$ cat src/include/dpt_defines.svh
// register offsets, field positions and timing constants of the dual phase pwm timer
`ifndef DPT_DEFINES_SVH
`define DPT_DEFINES_SVH
`define DPT_ADDR_CTRL 12'h000
`define DPT_ADDR_HIGH 12'h004
`define DPT_ADDR_LOW 12'h008
`define DPT_ADDR_PERIOD 12'h00C
`define DPT_ADDR_FRZ_SET 12'h010
`define DPT_ADDR_FRZ_CLR 12'h014
`define DPT_ADDR_CLKCFG 12'h018
`define DPT_ADDR_STATUS 12'h01C
`define DPT_CTRL_RUN 0
`define DPT_CTRL_FAST_SEL 1
`define DPT_CTRL_DIV10 2
`define DPT_CTRL_CLKOUT 3
`define DPT_CLKCFG_GATE 0
`define DPT_CLKCFG_DIV_LO 1
`define DPT_RELOAD_RST 16'h0000
`define DPT_CORE_HZ 40000000
`define DPT_SLOW_HZ 32768
`define DPT_FAST_HZ 16000000
`define DPT_DIV10_COUNT 4'h9
`endif

$ cat src/include/dpt_pkg.sv
// types of the dual phase pwm timer
package dpt_pkg;
   typedef enum logic [1:0] {
      DPT_DIV_1,
      DPT_DIV_2,
      DPT_DIV_4,
      DPT_DIV_8
   } dpt_fast_div_t;
endpackage

$ cat src/hw/dpt_timer.sv
// dual phase pwm timer with period interrupt and apb register slave
`include "dpt_defines.svh"
`timescale 1ns/10ps
`default_nettype none
module dpt_timer #(
   parameter int CW = 16
) (
   input wire logic I_CORE_CLK,
   input wire logic I_RESET_N,
   input wire logic [11:0] I_PADDR,
   input wire logic I_PSEL,
   input wire logic I_PENABLE,
   input wire logic I_PWRITE,
   input wire logic [31:0] I_PWDATA,
   output logic [31:0] O_PRDATA,
   output logic O_PREADY,
   output logic O_PSLVERR,
   output logic O_PWM_OUT_TRUE,
   output logic O_PWM_OUT_INVERTED,
   output logic O_PERIOD_INTERRUPT
);
   // tick rates as core-clock divisors
   localparam int SLOW_DIV = `DPT_CORE_HZ / `DPT_SLOW_HZ;
   localparam int FAST_DIV = `DPT_CORE_HZ / `DPT_FAST_HZ;

   ////////////////////////////////////////////////////////////////////////////
   // register state
   logic timer_run_q, timer_run_d;
   logic fast_clock_select_q, fast_clock_select_d;
   logic period_clock_div10_q, period_clock_div10_d;
   logic clock_out_mode_q, clock_out_mode_d;
   logic fast_clock_gate_q, fast_clock_gate_d;
   dpt_pkg::dpt_fast_div_t fast_clock_divider_q, fast_clock_divider_d;
   logic freeze_bit_q, freeze_bit_d;
   logic [CW-1:0] high_phase_reload_q, high_phase_reload_d;
   logic [CW-1:0] low_phase_reload_q, low_phase_reload_d;
   logic [CW-1:0] interrupt_period_reload_q, interrupt_period_reload_d;
   logic [31:0] prdata_q, prdata_d;
   logic pready_q, pready_d;
   logic pslverr_q, pslverr_d;

   // timer state
   logic [CW-1:0] phase_counter_q, phase_counter_d;
   logic [CW-1:0] period_counter_q, period_counter_d;
   logic [CW-1:0] high_shadow_q, high_shadow_d;
   logic [CW-1:0] low_shadow_q, low_shadow_d;
   logic phase_select_q, phase_select_d;
   logic started_q, started_d;
   logic [15:0] prescale_q, prescale_d;
   logic [3:0] div10_q, div10_d;
   logic half_clk_q, half_clk_d;
   logic pwm_q, pwm_d;
   logic irq_q, irq_d;

   logic access;
   logic wr;
   logic [15:0] tick_div;
   logic tick;
   logic period_tick;

   ////////////////////////////////////////////////////////////////////////////
   // apb slave, one wait state
   assign access = I_PSEL && I_PENABLE && !pready_q;
   assign wr = access && I_PWRITE;

   always_comb begin
      timer_run_d = timer_run_q;
      fast_clock_select_d = fast_clock_select_q;
      period_clock_div10_d = period_clock_div10_q;
      clock_out_mode_d = clock_out_mode_q;
      fast_clock_gate_d = fast_clock_gate_q;
      fast_clock_divider_d = fast_clock_divider_q;
      freeze_bit_d = freeze_bit_q;
      high_phase_reload_d = high_phase_reload_q;
      low_phase_reload_d = low_phase_reload_q;
      interrupt_period_reload_d = interrupt_period_reload_q;
      prdata_d = 32'h0000_0000;
      pready_d = access;
      pslverr_d = 1'b0;
      if (access) begin
         if (I_PADDR == `DPT_ADDR_CTRL) begin
            if (I_PWRITE) begin
               timer_run_d = I_PWDATA[`DPT_CTRL_RUN];
               fast_clock_select_d = I_PWDATA[`DPT_CTRL_FAST_SEL];
               period_clock_div10_d = I_PWDATA[`DPT_CTRL_DIV10];
               clock_out_mode_d = I_PWDATA[`DPT_CTRL_CLKOUT];
            end
            prdata_d[`DPT_CTRL_RUN] = timer_run_q;
            prdata_d[`DPT_CTRL_FAST_SEL] = fast_clock_select_q;
            prdata_d[`DPT_CTRL_DIV10] = period_clock_div10_q;
            prdata_d[`DPT_CTRL_CLKOUT] = clock_out_mode_q;
         end else if (I_PADDR == `DPT_ADDR_HIGH) begin
            if (I_PWRITE) begin
               high_phase_reload_d = I_PWDATA[CW-1:0];
            end
            prdata_d[CW-1:0] = phase_counter_q;
         end else if (I_PADDR == `DPT_ADDR_LOW) begin
            if (I_PWRITE) begin
               low_phase_reload_d = I_PWDATA[CW-1:0];
            end
            prdata_d[CW-1:0] = phase_counter_q;
         end else if (I_PADDR == `DPT_ADDR_PERIOD) begin
            if (I_PWRITE) begin
               interrupt_period_reload_d = I_PWDATA[CW-1:0];
            end
            prdata_d[CW-1:0] = period_counter_q;
         end else if (I_PADDR == `DPT_ADDR_FRZ_SET) begin
            if (I_PWRITE && I_PWDATA[0]) begin
               freeze_bit_d = 1'b1;
            end
            prdata_d[0] = freeze_bit_q;
         end else if (I_PADDR == `DPT_ADDR_FRZ_CLR) begin
            if (I_PWRITE && I_PWDATA[0]) begin
               freeze_bit_d = 1'b0;
            end
            prdata_d[0] = freeze_bit_q;
         end else if (I_PADDR == `DPT_ADDR_CLKCFG) begin
            if (I_PWRITE) begin
               fast_clock_gate_d = I_PWDATA[`DPT_CLKCFG_GATE];
               fast_clock_divider_d = dpt_pkg::dpt_fast_div_t'(
                  I_PWDATA[`DPT_CLKCFG_DIV_LO +: 2]);
            end
            prdata_d[`DPT_CLKCFG_GATE] = fast_clock_gate_q;
            prdata_d[`DPT_CLKCFG_DIV_LO +: 2] = fast_clock_divider_q;
         end else if (I_PADDR == `DPT_ADDR_STATUS) begin
            prdata_d[0] = pwm_q;
            prdata_d[1] = phase_select_q;
         end else begin
            pslverr_d = 1'b1;
         end
      end
   end

   ////////////////////////////////////////////////////////////////////////////
   // timer clock selection
   always_comb begin
      tick_div = 16'(SLOW_DIV);
      if (fast_clock_select_q && fast_clock_gate_q) begin
         tick_div = 16'(FAST_DIV) << fast_clock_divider_q;
      end
   end

   ////////////////////////////////////////////////////////////////////////////
   // timer core
   always_comb begin
      prescale_d = prescale_q;
      div10_d = div10_q;
      half_clk_d = half_clk_q;
      phase_counter_d = phase_counter_q;
      period_counter_d = period_counter_q;
      high_shadow_d = high_shadow_q;
      low_shadow_d = low_shadow_q;
      phase_select_d = phase_select_q;
      started_d = started_q;
      pwm_d = pwm_q;
      irq_d = 1'b0;
      tick = 1'b0;
      period_tick = 1'b0;
      if (!timer_run_q) begin
         prescale_d = 16'h0000;
         div10_d = 4'h0;
         half_clk_d = 1'b0;
         phase_counter_d = `DPT_RELOAD_RST;
         period_counter_d = `DPT_RELOAD_RST;
         high_shadow_d = `DPT_RELOAD_RST;
         low_shadow_d = `DPT_RELOAD_RST;
         phase_select_d = 1'b0;
         started_d = 1'b0;
         pwm_d = 1'b0;
      end else if (!freeze_bit_q) begin
         if (prescale_q >= tick_div - 16'h0001) begin
            prescale_d = 16'h0000;
            tick = 1'b1;
         end else begin
            prescale_d = prescale_q + 16'h0001;
         end
         if (tick) begin
            half_clk_d = !half_clk_q;
            period_tick = 1'b1;
            if (period_clock_div10_q) begin
               period_tick = (div10_q == `DPT_DIV10_COUNT);
               div10_d = period_tick ? 4'h0 : div10_q + 4'h1;
            end
         end
         if (!started_q) begin
            // counters load and pwm starts high in the first running cycle, which interrupts at once without waiting for a tick
            started_d = 1'b1;
            tick = 1'b0;
            irq_d = 1'b1;
            period_counter_d = interrupt_period_reload_q;
            phase_counter_d = high_phase_reload_q;
            high_shadow_d = high_phase_reload_q;
            low_shadow_d = low_phase_reload_q;
            phase_select_d = 1'b1;
            pwm_d = 1'b1;
         end
         if (tick && period_tick && period_counter_q != '0) begin
            period_counter_d = period_counter_q - 1'b1;
         end
         if (tick) begin
            if (phase_counter_q != '0) begin
               phase_counter_d = phase_counter_q - 1'b1;
            end else if (!phase_select_q && period_counter_q == '0) begin
               irq_d = 1'b1;
               period_counter_d = interrupt_period_reload_q;
               phase_counter_d = high_phase_reload_q;
               high_shadow_d = high_phase_reload_q;
               low_shadow_d = low_phase_reload_q;
               phase_select_d = 1'b1;
               pwm_d = 1'b1;
            end else begin
               phase_select_d = !phase_select_q;
               phase_counter_d = phase_select_q ? low_shadow_q : high_shadow_q;
               pwm_d = !phase_select_q;
            end
         end
      end
   end

   ////////////////////////////////////////////////////////////////////////////
   // software written registers
   // reload registers keep their values while the timer is stopped
   always_ff @(posedge I_CORE_CLK or negedge I_RESET_N) begin
      if (!I_RESET_N) begin
         timer_run_q <= 1'b0;
         fast_clock_select_q <= 1'b0;
         period_clock_div10_q <= 1'b0;
         clock_out_mode_q <= 1'b0;
         fast_clock_gate_q <= 1'b0;
         fast_clock_divider_q <= dpt_pkg::DPT_DIV_1;
         freeze_bit_q <= 1'b0;
         high_phase_reload_q <= `DPT_RELOAD_RST;
         low_phase_reload_q <= `DPT_RELOAD_RST;
         interrupt_period_reload_q <= `DPT_RELOAD_RST;
      end else begin
         timer_run_q <= timer_run_d;
         fast_clock_select_q <= fast_clock_select_d;
         period_clock_div10_q <= period_clock_div10_d;
         clock_out_mode_q <= clock_out_mode_d;
         fast_clock_gate_q <= fast_clock_gate_d;
         fast_clock_divider_q <= fast_clock_divider_d;
         freeze_bit_q <= freeze_bit_d;
         high_phase_reload_q <= high_phase_reload_d;
         low_phase_reload_q <= low_phase_reload_d;
         interrupt_period_reload_q <= interrupt_period_reload_d;
      end
   end

   ////////////////////////////////////////////////////////////////////////////
   // bus answer, held for exactly one cycle
   always_ff @(posedge I_CORE_CLK or negedge I_RESET_N) begin
      if (!I_RESET_N) begin
         prdata_q <= 32'h0000_0000;
         pready_q <= 1'b0;
         pslverr_q <= 1'b0;
      end else begin
         prdata_q <= prdata_d;
         pready_q <= pready_d;
         pslverr_q <= pslverr_d;
      end
   end

   ////////////////////////////////////////////////////////////////////////////
   // timer state
   always_ff @(posedge I_CORE_CLK or negedge I_RESET_N) begin
      if (!I_RESET_N) begin
         phase_counter_q <= `DPT_RELOAD_RST;
         period_counter_q <= `DPT_RELOAD_RST;
         high_shadow_q <= `DPT_RELOAD_RST;
         low_shadow_q <= `DPT_RELOAD_RST;
         phase_select_q <= 1'b0;
         started_q <= 1'b0;
         prescale_q <= 16'h0000;
         div10_q <= 4'h0;
         half_clk_q <= 1'b0;
         pwm_q <= 1'b0;
         irq_q <= 1'b0;
      end else begin
         phase_counter_q <= phase_counter_d;
         period_counter_q <= period_counter_d;
         high_shadow_q <= high_shadow_d;
         low_shadow_q <= low_shadow_d;
         phase_select_q <= phase_select_d;
         started_q <= started_d;
         prescale_q <= prescale_d;
         div10_q <= div10_d;
         half_clk_q <= half_clk_d;
         pwm_q <= pwm_d;
         irq_q <= irq_d;
      end
   end

   ////////////////////////////////////////////////////////////////////////////
   // pin outputs
   // level of the true output: the pwm state, gated by the halved tick clock in clock-output mode
   function automatic logic pwm_level(input logic pwm, input logic clk_out, input logic half);
      pwm_level = pwm && (!clk_out || half);
   endfunction

   // both pins come from flip-flops fed by one expression, so they never overlap
   always_ff @(posedge I_CORE_CLK or negedge I_RESET_N) begin
      if (!I_RESET_N) begin
         O_PWM_OUT_TRUE <= 1'b0;
         O_PWM_OUT_INVERTED <= 1'b1;
      end else begin
         O_PWM_OUT_TRUE <= pwm_level(pwm_d, clock_out_mode_q, half_clk_d);
         O_PWM_OUT_INVERTED <= !pwm_level(pwm_d, clock_out_mode_q, half_clk_d);
      end
   end

   assign O_PRDATA = prdata_q;
   assign O_PREADY = pready_q;
   assign O_PSLVERR = pslverr_q;
   assign O_PERIOD_INTERRUPT = irq_q;
endmodule
`default_nettype wire

$ cat config.mk
export PLATFORM = sky130hd
export DESIGN_NAME = dpt_timer
export DESIGN_NICKNAME = d
export VERILOG_FILES = /design/src/include/dpt_pkg.sv /design/src/hw/dpt_timer.sv
export VERILOG_INCLUDE_DIRS = /design/src /design/src/include
export SDC_FILE = /design/constraint.sdc
export NUM_CORES = 1
export LEC_CHECK = 0
export BUFFER_PORTS_ARGS = -buffer_cell sky130_fd_sc_hd__buf_2
export CORE_MARGIN = 2
export CORE_UTILIZATION = 35
export CTS_CLUSTER_DIAMETER = 80
export DETAILED_ROUTE_END_ITERATION = 6
export PLACE_DENSITY = 0.53
export SYNTH_ARGS = -nofsm -noshare
export SYNTH_HDL_FRONTEND = slang
export SYNTH_SLANG_ARGS = --single-unit
$ cat constraint.sdc
create_clock -name I_CORE_CLK -period 5.4 [get_ports I_CORE_CLK]
set_clock_uncertainty 0.1 [all_clocks]
set_input_delay 1.35 -clock I_CORE_CLK [delete_from_list [all_inputs] [get_ports I_CORE_CLK]]
set_output_delay 1.35 -clock I_CORE_CLK [all_outputs]
set_load 0.01 [all_outputs]
# == Yosys cells after proc, flatten, opt, wreduce, memory -nomap -nowiden ==
# Index checks and enable logic that the tools add are counted.
# totals
reg_bits,165
in_bits,49
output_inout_bits,37
wordCells,172
# classes
add_sub_neg,5
magnitude_cmp,1
n_eq_ne,12
shift,1
mux,94
bitwise_logic,6
reduce_logical,27
# op_table
cell,n
two-way mux 16 bit,33
"equality test 12 x 5 -> 1 bit, second input constant",4
two-way mux 1 bit,48
"subtractor 16 x 1 -> 16 bit, second input constant",3
nonzero test 16 bit,2
"equality test 12 x 4 -> 1 bit, second input constant",2
two-way mux 4 bit,6
"adder 16 x 1 -> 16 bit, second input constant",1
>= comparator 16 bit,1
logical NOT 16 bit,1
"left shift 2 x 2 -> 16 bit, first input constant",1
two-way mux 13 bit,1
"equality test 12 x 3 -> 1 bit, second input constant",1
logical NOT 12 bit,1
two-way mux 12 bit,1
AND reduction 9 bit,1
logical AND 1 bit,8
two-way mux 2 bit,4
AND reduction 7 bit,1
NOT 1 bit,6
AND reduction 3 bit,2
AND reduction 6 bit,1
logical NOT 1 bit,5
AND reduction 5 bit,1
other kinds (10),11

# == Longest topological paths before layout ==
# Gate-level depths: netlist of run 1.
# depth
ltp_word,18
mapped_depth,13
ltp_nobuf,11

# == Worst setup path after synthesis of run 1 ==
# Ideal clock, no wire load.
# synth_path
path_type,input to register
startpoint,input port I_PADDR[10]
endpoint,register high_phase_reload_q[10]
setup_ns,0.125
t_arrival_ns,3.227
t_required_ns,5.175
path_slack_ns,1.948
stages,8
n_path_buf,2
cell_sequence,or4_4 > nor4_4 > nand2_2 > nor2_2 > and4b_1 > buf_4 > buf_6 > mux2_2
# synth_via
elab_chain_len,3
elab_cells_between_ends,4
cone_classes,1 x eq/ne; 1 x bitwise; 2 x reduce/logical
# synth_rtl
element,line_no,rtl
"start, declared",dpt_timer.sv:10,"input wire logic [11:0] I_PADDR,"
logical NOT 12 bit (no source line),n/a,
NOT 1 bit (no source line),n/a,
AND reduction 4 bit (no source line) (*),n/a,
"end signal, assigned",dpt_timer.sv:232,high_phase_reload_q <= `DPT_RELOAD_RST;
"end signal, assigned",dpt_timer.sv:243,high_phase_reload_q <= high_phase_reload_d;
"end, declared",dpt_timer.sv:35,"logic [CW-1:0] high_phase_reload_q, high_phase_reload_d;"
# Every way passes the cells marked *; elsewhere a longest branch is shown, timed or not.
# A chain may end at the register's enable or synchronous reset.

# == Worst setup path in the final report of run 1 ==
# layout_path
startpoint,register fast_clock_select_q
endpoint,register period_counter_q[1]
# layout_via
elab_chain_len,18
elab_cells_between_ends,21
cone_classes,1 x add/sub; 1 x order compare; 16 x mux; 3 x reduce/logical
# layout_rtl
element,line_no,rtl
"start, declared",dpt_timer.sv:29,"logic fast_clock_select_q, fast_clock_select_d;"
"start signal, assigned",dpt_timer.sv:237,fast_clock_select_q <= fast_clock_select_d;
logical AND 1 bit (*),dpt_timer.sv:138,if (fast_clock_select_q && fast_clock_gate_q) begin
two-way mux 16 bit (*),dpt_timer.sv:138,
subtractor 16 x 1 -> 16 bit (*),dpt_timer.sv:171,if (prescale_q >= tick_div - 16'h0001) begin
>= comparator 16 bit (*),dpt_timer.sv:171,
two-way mux 1 bit (*),dpt_timer.sv:171,
two-way mux 1 bit (*),dpt_timer.sv:170,end else if (!freeze_bit_q) begin
two-way mux 1 bit (*),dpt_timer.sv:159,if (!timer_run_q) begin
two-way mux 1 bit (on tied branches),"dpt_timer.sv:185, dpt_timer.sv:177",
two-way mux 1 bit,dpt_timer.sv:170,
two-way mux 1 bit,dpt_timer.sv:159,
logical AND 1 bit (2 in a row),dpt_timer.sv:197,if (tick && period_tick && period_counter_q != '0) begin
two-way mux 16 bit,dpt_timer.sv:197,
two-way mux 16 bit,dpt_timer.sv:203,end else if (!phase_select_q && period_counter_q == '0) begin
two-way mux 16 bit,dpt_timer.sv:201,if (phase_counter_q != '0) begin
two-way mux 16 bit (*),dpt_timer.sv:200,if (tick) begin
two-way mux 16 bit (*),dpt_timer.sv:170,
two-way mux 16 bit (*),dpt_timer.sv:159,
"end signal, assigned",dpt_timer.sv:268,period_counter_q <= `DPT_RELOAD_RST;
"end signal, assigned",dpt_timer.sv:280,period_counter_q <= period_counter_d;
"end, declared",dpt_timer.sv:44,"logic [CW-1:0] period_counter_q, period_counter_d;"
# Every way passes the cells marked *; elsewhere a longest branch is shown, timed or not. The select of a mux whose other input is x is not followed.

==> flow_summary.toml, run 1 <==
[status]
outcome = "finished, final reports clean"

[floorplan]
core_region_area_mm2 = 0.0242
dieArea_mm2 = 0.0259
ios = 86
start_util_pct = 35.5
die_w_um = 161
rows = 57
dieHeight_um = 161

[timing]
report.final.setup_viol = 0
hold_viol_final = 0
max_freq_mhz = 266
relSlewSlack_pct = 29.0
tns_ps = 0
min_period_ps = 3760
finalCritPeriodShare_pct = 69.6
max_slew.worst_pin.slew_ps = 1060
rsz0062_at_grt = "false"
whs_ps = 397
drv_slew = 0

[cells_and_area]
final_cell_mix = "164 x dfrtp_1, 72 x nor2_1, 64 x mux2_2"
final_common_cell = "dfrtp_1"
nFillCells = 2402
diodes = 0
drive_gt1_share_pct = 22.3
nets = 896
syn2layout_area_growth_pct = 12.2

[global_route]
groute.usage.overall_pct = 17.9
grt_pass1_wl_um = 36200
overflow = 0
grt_pass1_vias = 6305
grt_max_degree = 100
grt_antenna_before_repair = 0

[clock_network]
clk_latency_ps = 430
cts.sinks = 165
cts-buffers-inserted = 17
cts_max_level = 4
post_cts_buffers = 0
clockBufferDepth = 2
ctsHoldBuffers = 0
cts-root-buf = "clkbuf_16"
clk_pin_slew_ps = 60
post_cts_resized = 0
cts_tree = "done"

[power]
power_frac_comb_pct = 3.7
p_int_mw = 1.98
p_leak_nw = 4.51
clkPwrFrac_pct = 48.4
p_switching_mw = 0.611
p_seq_share_pct = 47.9
power.total_mw = 2.59
irDropWorstVdd_mv = 0.211
power.density_mw_per_mm2 = 268
netSwitchingFraction_pct = 23.6

[drt]
wire_per_inst_um = 19.2
wl_um = 22400
ant_nets = 0
dr_total_vias = 6356
drt_first_pass_iters = 6
drc_errors = 0
drt_iter0_markers = 378
vias_per_cell = 5.43

[synth]
yosysWarnings = 0
synth-main-ff-cell = "dfrtp_1"
synth_area_mm2 = 0.00861
async_reset_ff_share_pct = 100
synth_xor_area_share_pct = 2.75
synth.distinct_cells = 82
synth_fa_ha_area_share_pct = 2.03
synthMuxAreaShare_pct = 13.1
syn_inst = 795
ys_ff_latch = 165
synthSimpleGateAreaFrac_pct = 15.4
synth_area_per_cell_um2 = 10.8
seq_area_frac_synth_pct = 48.0
synth-compound-area-share_pct = 13.3
synth_edf_count = 0
synth_top_family_by_area = "simple AND/OR/NAND/NOR gates"

[placement]
globalplace.congestion = 0.858
portBuffers = 53
dp_hpwl_um = 14900

[worst_setup_path]
arrival_ps = 3970
reg2reg_depth = 12
crit_type = "register to register"
critPathCaptureType = "register"
crit_fanout = 17
crit_required_ps = 5610
critPathLaunchType = "register"

[worst_hold_path]
hold_depth = 2
hold_class = "register to register"

[run]
maxCapViolCount = 0
## stage by stage
step / setup slack [ps] / instance area, um^2 / instances / util (%)
floorplan: 1950 / 8670 / 810 / -
global placement: 1270 / 9060 / 1138 / 37.4
detailed placement: 1240 / 9060 / 1138 / 37.4
CTS: 1570 / 9660 / 1170 / 39.8
global route: 1460 / 9660 / 1170 / 39.8
finish: 1640 / 9660 / 1170 / 39.8
## sequential cells by signal, summed over array words and instances, names as in the netlist, 2 cells and up
register / count
interrupt_period_reload_q: 16
period_counter_q: 16
low_phase_reload_q: 16
div10_q: 4
high_phase_reload_q: 16
O_PRDATA: 16
phase_counter_q: 16
high_shadow_q: 16
low_shadow_q: 16
fast_clock_divider_q: 2
prescale_q: 16
## routing by layer
layer	GRT usage, %	share of wire (%)	vias to the layer above
met4	4.95	1.2	0
met1	25.8	49	3205
met5	0	0	-
met3	3.23	4.6	18
met2	27.9	46	170
li1	-	-	2963
## Yosys cell counts, types with 9 or more instances
cell         n  area, um^2
dfrtp_1    164        4100
nor2_1      72         270
mux2_2      64         721
mux2i_1     41         410
nand2_1     41         154
o21ai_0     31         155
clkbuf_1    26        97.6
nand3_1     23         115
a22o_1      22         193
buf_4       19         143
nor3_1      18        90.1
a21oi_1     17        85.1
inv_1       17        63.8
o22ai_1     17         106
nand4_1     15        93.8
xnor2_1     15         131
ha_1        14         175
nor4_1      13        81.3
and2_1      12        75.1
xor2_1      12         105
a31oi_1     10        62.6
a2bb2oi_1    9        78.8
## kinds of logic (layout without fill, tap and decap cells)
family	after synthesis	count (layout)
compound gates	155	155
flops	165	165
other cells	1	16
mux	105	105
xor+xnor	27	27
fa+ha+maj	14	14
buf+inv	82	118
simple gates	246	246
## area by class of cell
cell class	instances	area [um^2]	area share, %
flip-flops and latches	165	4130	42.8
multi-input cells	563	4070	42.2
clock buffers	20	457	4.73
well taps	324	405	4.20
repair buffers	68	384	3.98
clock inverters	12	143	1.48
inverters	18	67.6	0.699
## critical path, stage by stage (launching register included)
cell	delay [ps]
dfrtp_1	380
nand2_1	130
or3_1	350
ha_1	230
xnor2_1	170
ha_1	290
a2111oi_4	320
o21ai_2	160
a211o_1	520
a21oi_1	260
buf_4	240
nor2_1	120
a221o_1	370
## path summary, 6_finish.rpt
check                                             start                           end  slack, ps
setup / recovery                    fast_clock_select_q           period_counter_q[1]       1640
hold / removal             interrupt_period_reload_q[0]  interrupt_period_reload_q[0]        400
setup reg to reg                    fast_clock_select_q           period_counter_q[1]       1640
hold reg to reg            interrupt_period_reload_q[0]  interrupt_period_reload_q[0]        400
max in group asynchronous                     I_RESET_N             high_shadow_q[14]       3260
min in group asynchronous                     I_RESET_N                  freeze_bit_q        910
## power groups by stage
| stage | clock network (mW) | logic (mW) | registers [mW] |
|---|---|---|---|
| floorplan | 0 | 0.0498 | 1.26 |
| global placement | 0 | 0.0978 | 1.27 |
| detailed placement | 0 | 0.0979 | 1.27 |
| CTS | 1.27 | 0.0986 | 1.24 |
| global route | 1.33 | 0.109 | 1.24 |
| finish | 1.25 | 0.0963 | 1.24 |
Power figures use the tool's default switching activity.
==> run 2, diff against run 1 <==
- clock period: 5.4 -> 3.6 ns (I/O delays scaled with it)
==> run 2 against run 1 <==
  * Final area grew 5.1%
  * Largest power group is now sequential cells
  * Die area is the same
  * Flip-flop and latch count is the same
  * Critical path type unchanged
  * Clock-buffer cell count grew 2
  * Largest cell class unchanged
  * Worst hold slack lost 24 ps
==> flow_summary.toml, run 2 (same netlist as run 1, synthesis figures left out) <==
[status]
outcome = "finished, final reports clean"

[worst_setup_path]
crit_type = "register to register"
critPathMaxStageDelay_ps = 410
arrival_ps = 3690
worst_path_max_delay_cell = "or3_4"
critPathLaunchType = "register"
crit_buf_inv = 2
crit_top_cell = "buf_4"
critPathCaptureType = "register"
cp-startpoint = "fast_clock_divider_q[0]"
r2r_start = "fast_clock_divider_q[0]"
crit_fanout = 4
crit_required_ps = 3810
cp_top_family = "compound AO/OA/AOI/OAI gates"
worstPathCellList = "or3_4 > ha_4 > xnor2_1 > ha_1 > a2111oi_4 > o21ai_4 > buf_4 > a211o_1 > a21oi_2 > buf_4 > nor2_2 > a221o_1"

[timing]
relSlewSlack_pct = 54.9
report.final.setup_viol = 0
finalCritPeriodShare_pct = 96.7
max_freq_mhz = 287
min_period_ps = 3480
whs_ps = 373
rsz0062_at_grt = "true"
tns_ps = 0
max_slew.worst_pin.slew_ps = 677
drv_slew = 0
hold_viol_final = 0

[power]
p_leak_nw = 4.77
irDropWorstVdd_mv = 0.286
power.density_mw_per_mm2 = 381

[cells_and_area]
final_common_cell = "dfrtp_1"
drive_gt1_share_pct = 26.9
final_cell_mix = "164 x dfrtp_1, 71 x nor2_1, 64 x mux2_2"
fin_util_pct = 41.9
diodes = 0
syn2layout_area_growth_pct = 17.9
nets = 944
nFillCells = 2384

[floorplan]
dieArea_mm2 = 0.0259
core_region_area_mm2 = 0.0242
rows = 57
die_w_um = 161
start_util_pct = 35.5
dieHeight_um = 161
ios = 86

[drt]
dr_total_vias = 6507
wl_met1_um = 11200
ant_nets = 0
wl_um = 23000
met2_length_um = 10700
vias_per_cell = 5.35
dr.max_layer_used = "met4"
drc_errors = 0
drt_first_pass_iters = 5
drt_iter0_markers = 518
wl_met3_um = 863
wire_per_inst_um = 18.9

[placement]
portBuffers = 53
globalplace.congestion = 0.889
dp_hpwl_um = 15700

[clock_network]
cts-root-buf = "clkbuf_16"
clockBufferDepth = 2
cts_tree = "done"
clk_pin_slew_ps = 70
cts_max_level = 4
cts.sinks = 165
cts-buffers-inserted = 17
ctsHoldBuffers = 0
clk_latency_ps = 430

[global_route]
grt_antenna_before_repair = 0
groute.usage.overall_pct = 18.5
grt_pass1_wl_um = 37700
overflow = 0
grt_max_degree = 67
grt_pass1_vias = 6670

[worst_hold_path]
hold_class = "input port to async pin"

[run]
maxCapViolCount = 0
run 2: changes by cell type in the layout (fill, tap and decap cells not counted), sizes merged:
cell	previous run	this run
clkbuf	20	22
buf	68	116
inv	22	20
clkinvlp	0	1
clkinv	6	4
run 2: worst paths after layout:
check | slack [ps] | end | cells past startpoint
max | 120 | period_counter_q[1] | 12
min | 370 | O_PREADY | 1
max reg2reg | 120 | period_counter_q[1] | 12
min reg2reg | 410 | low_phase_reload_q[3] | 1
max in group asynchronous | 2130 | interrupt_period_reload_q[11] | 2
min in group I_CORE_CLK | 410 | low_phase_reload_q[3] | 1
run 2: final cells by class:
| class | count | area (um^2) | area share, % |
|---|---|---|---|
| clock buffer | 22 | 474 | 4.67 |
| clock inverter | 9 | 119 | 1.17 |
| inverter | 18 | 67.6 | 0.665 |
| multi-input combinational | 563 | 4120 | 40.5 |
| sequential | 165 | 4130 | 40.7 |
| tap | 324 | 405 | 3.99 |
| timing repair buffer | 116 | 843 | 8.30 |
run 2: per-layer routing:
layer | GRT usage [%] | vias up
li1 | - | 3057
met1 | 26.9 | 3287
met2 | 29.1 | 148
met3 | 3.38 | 15
met4 | 3.81 | 0
met5 | 0 | -
run 2: through the flow:
step / total power [mW] / instances / area (um^2) / setup WS, ps
floorplan: 1.97 / 810 / 8670 / 333
global placement: 2.05 / 1178 / 9420 / -89.8
detailed placement: 2.05 / 1178 / 9420 / -176
CTS: 3.92 / 1211 / 10100 / 78.1
global route: 4.02 / 1217 / 10200 / 1.08
finish: 3.87 / 1217 / 10200 / 118
run 2: timing repair:
action	4_1_cts	5_1_grt
endpoints found under the setup margin	19	12
buffers inserted	2	6
gates resized for setup	1	11
pin swaps	1	9
run 2: power by group:
part / switching, mW / total (mW) / internal [mW]
combinational: 0.110 / 0.155 / 0.0449
clock: 0.769 / 1.85 / 1.08
sequential: 0.00425 / 1.86 / 1.86
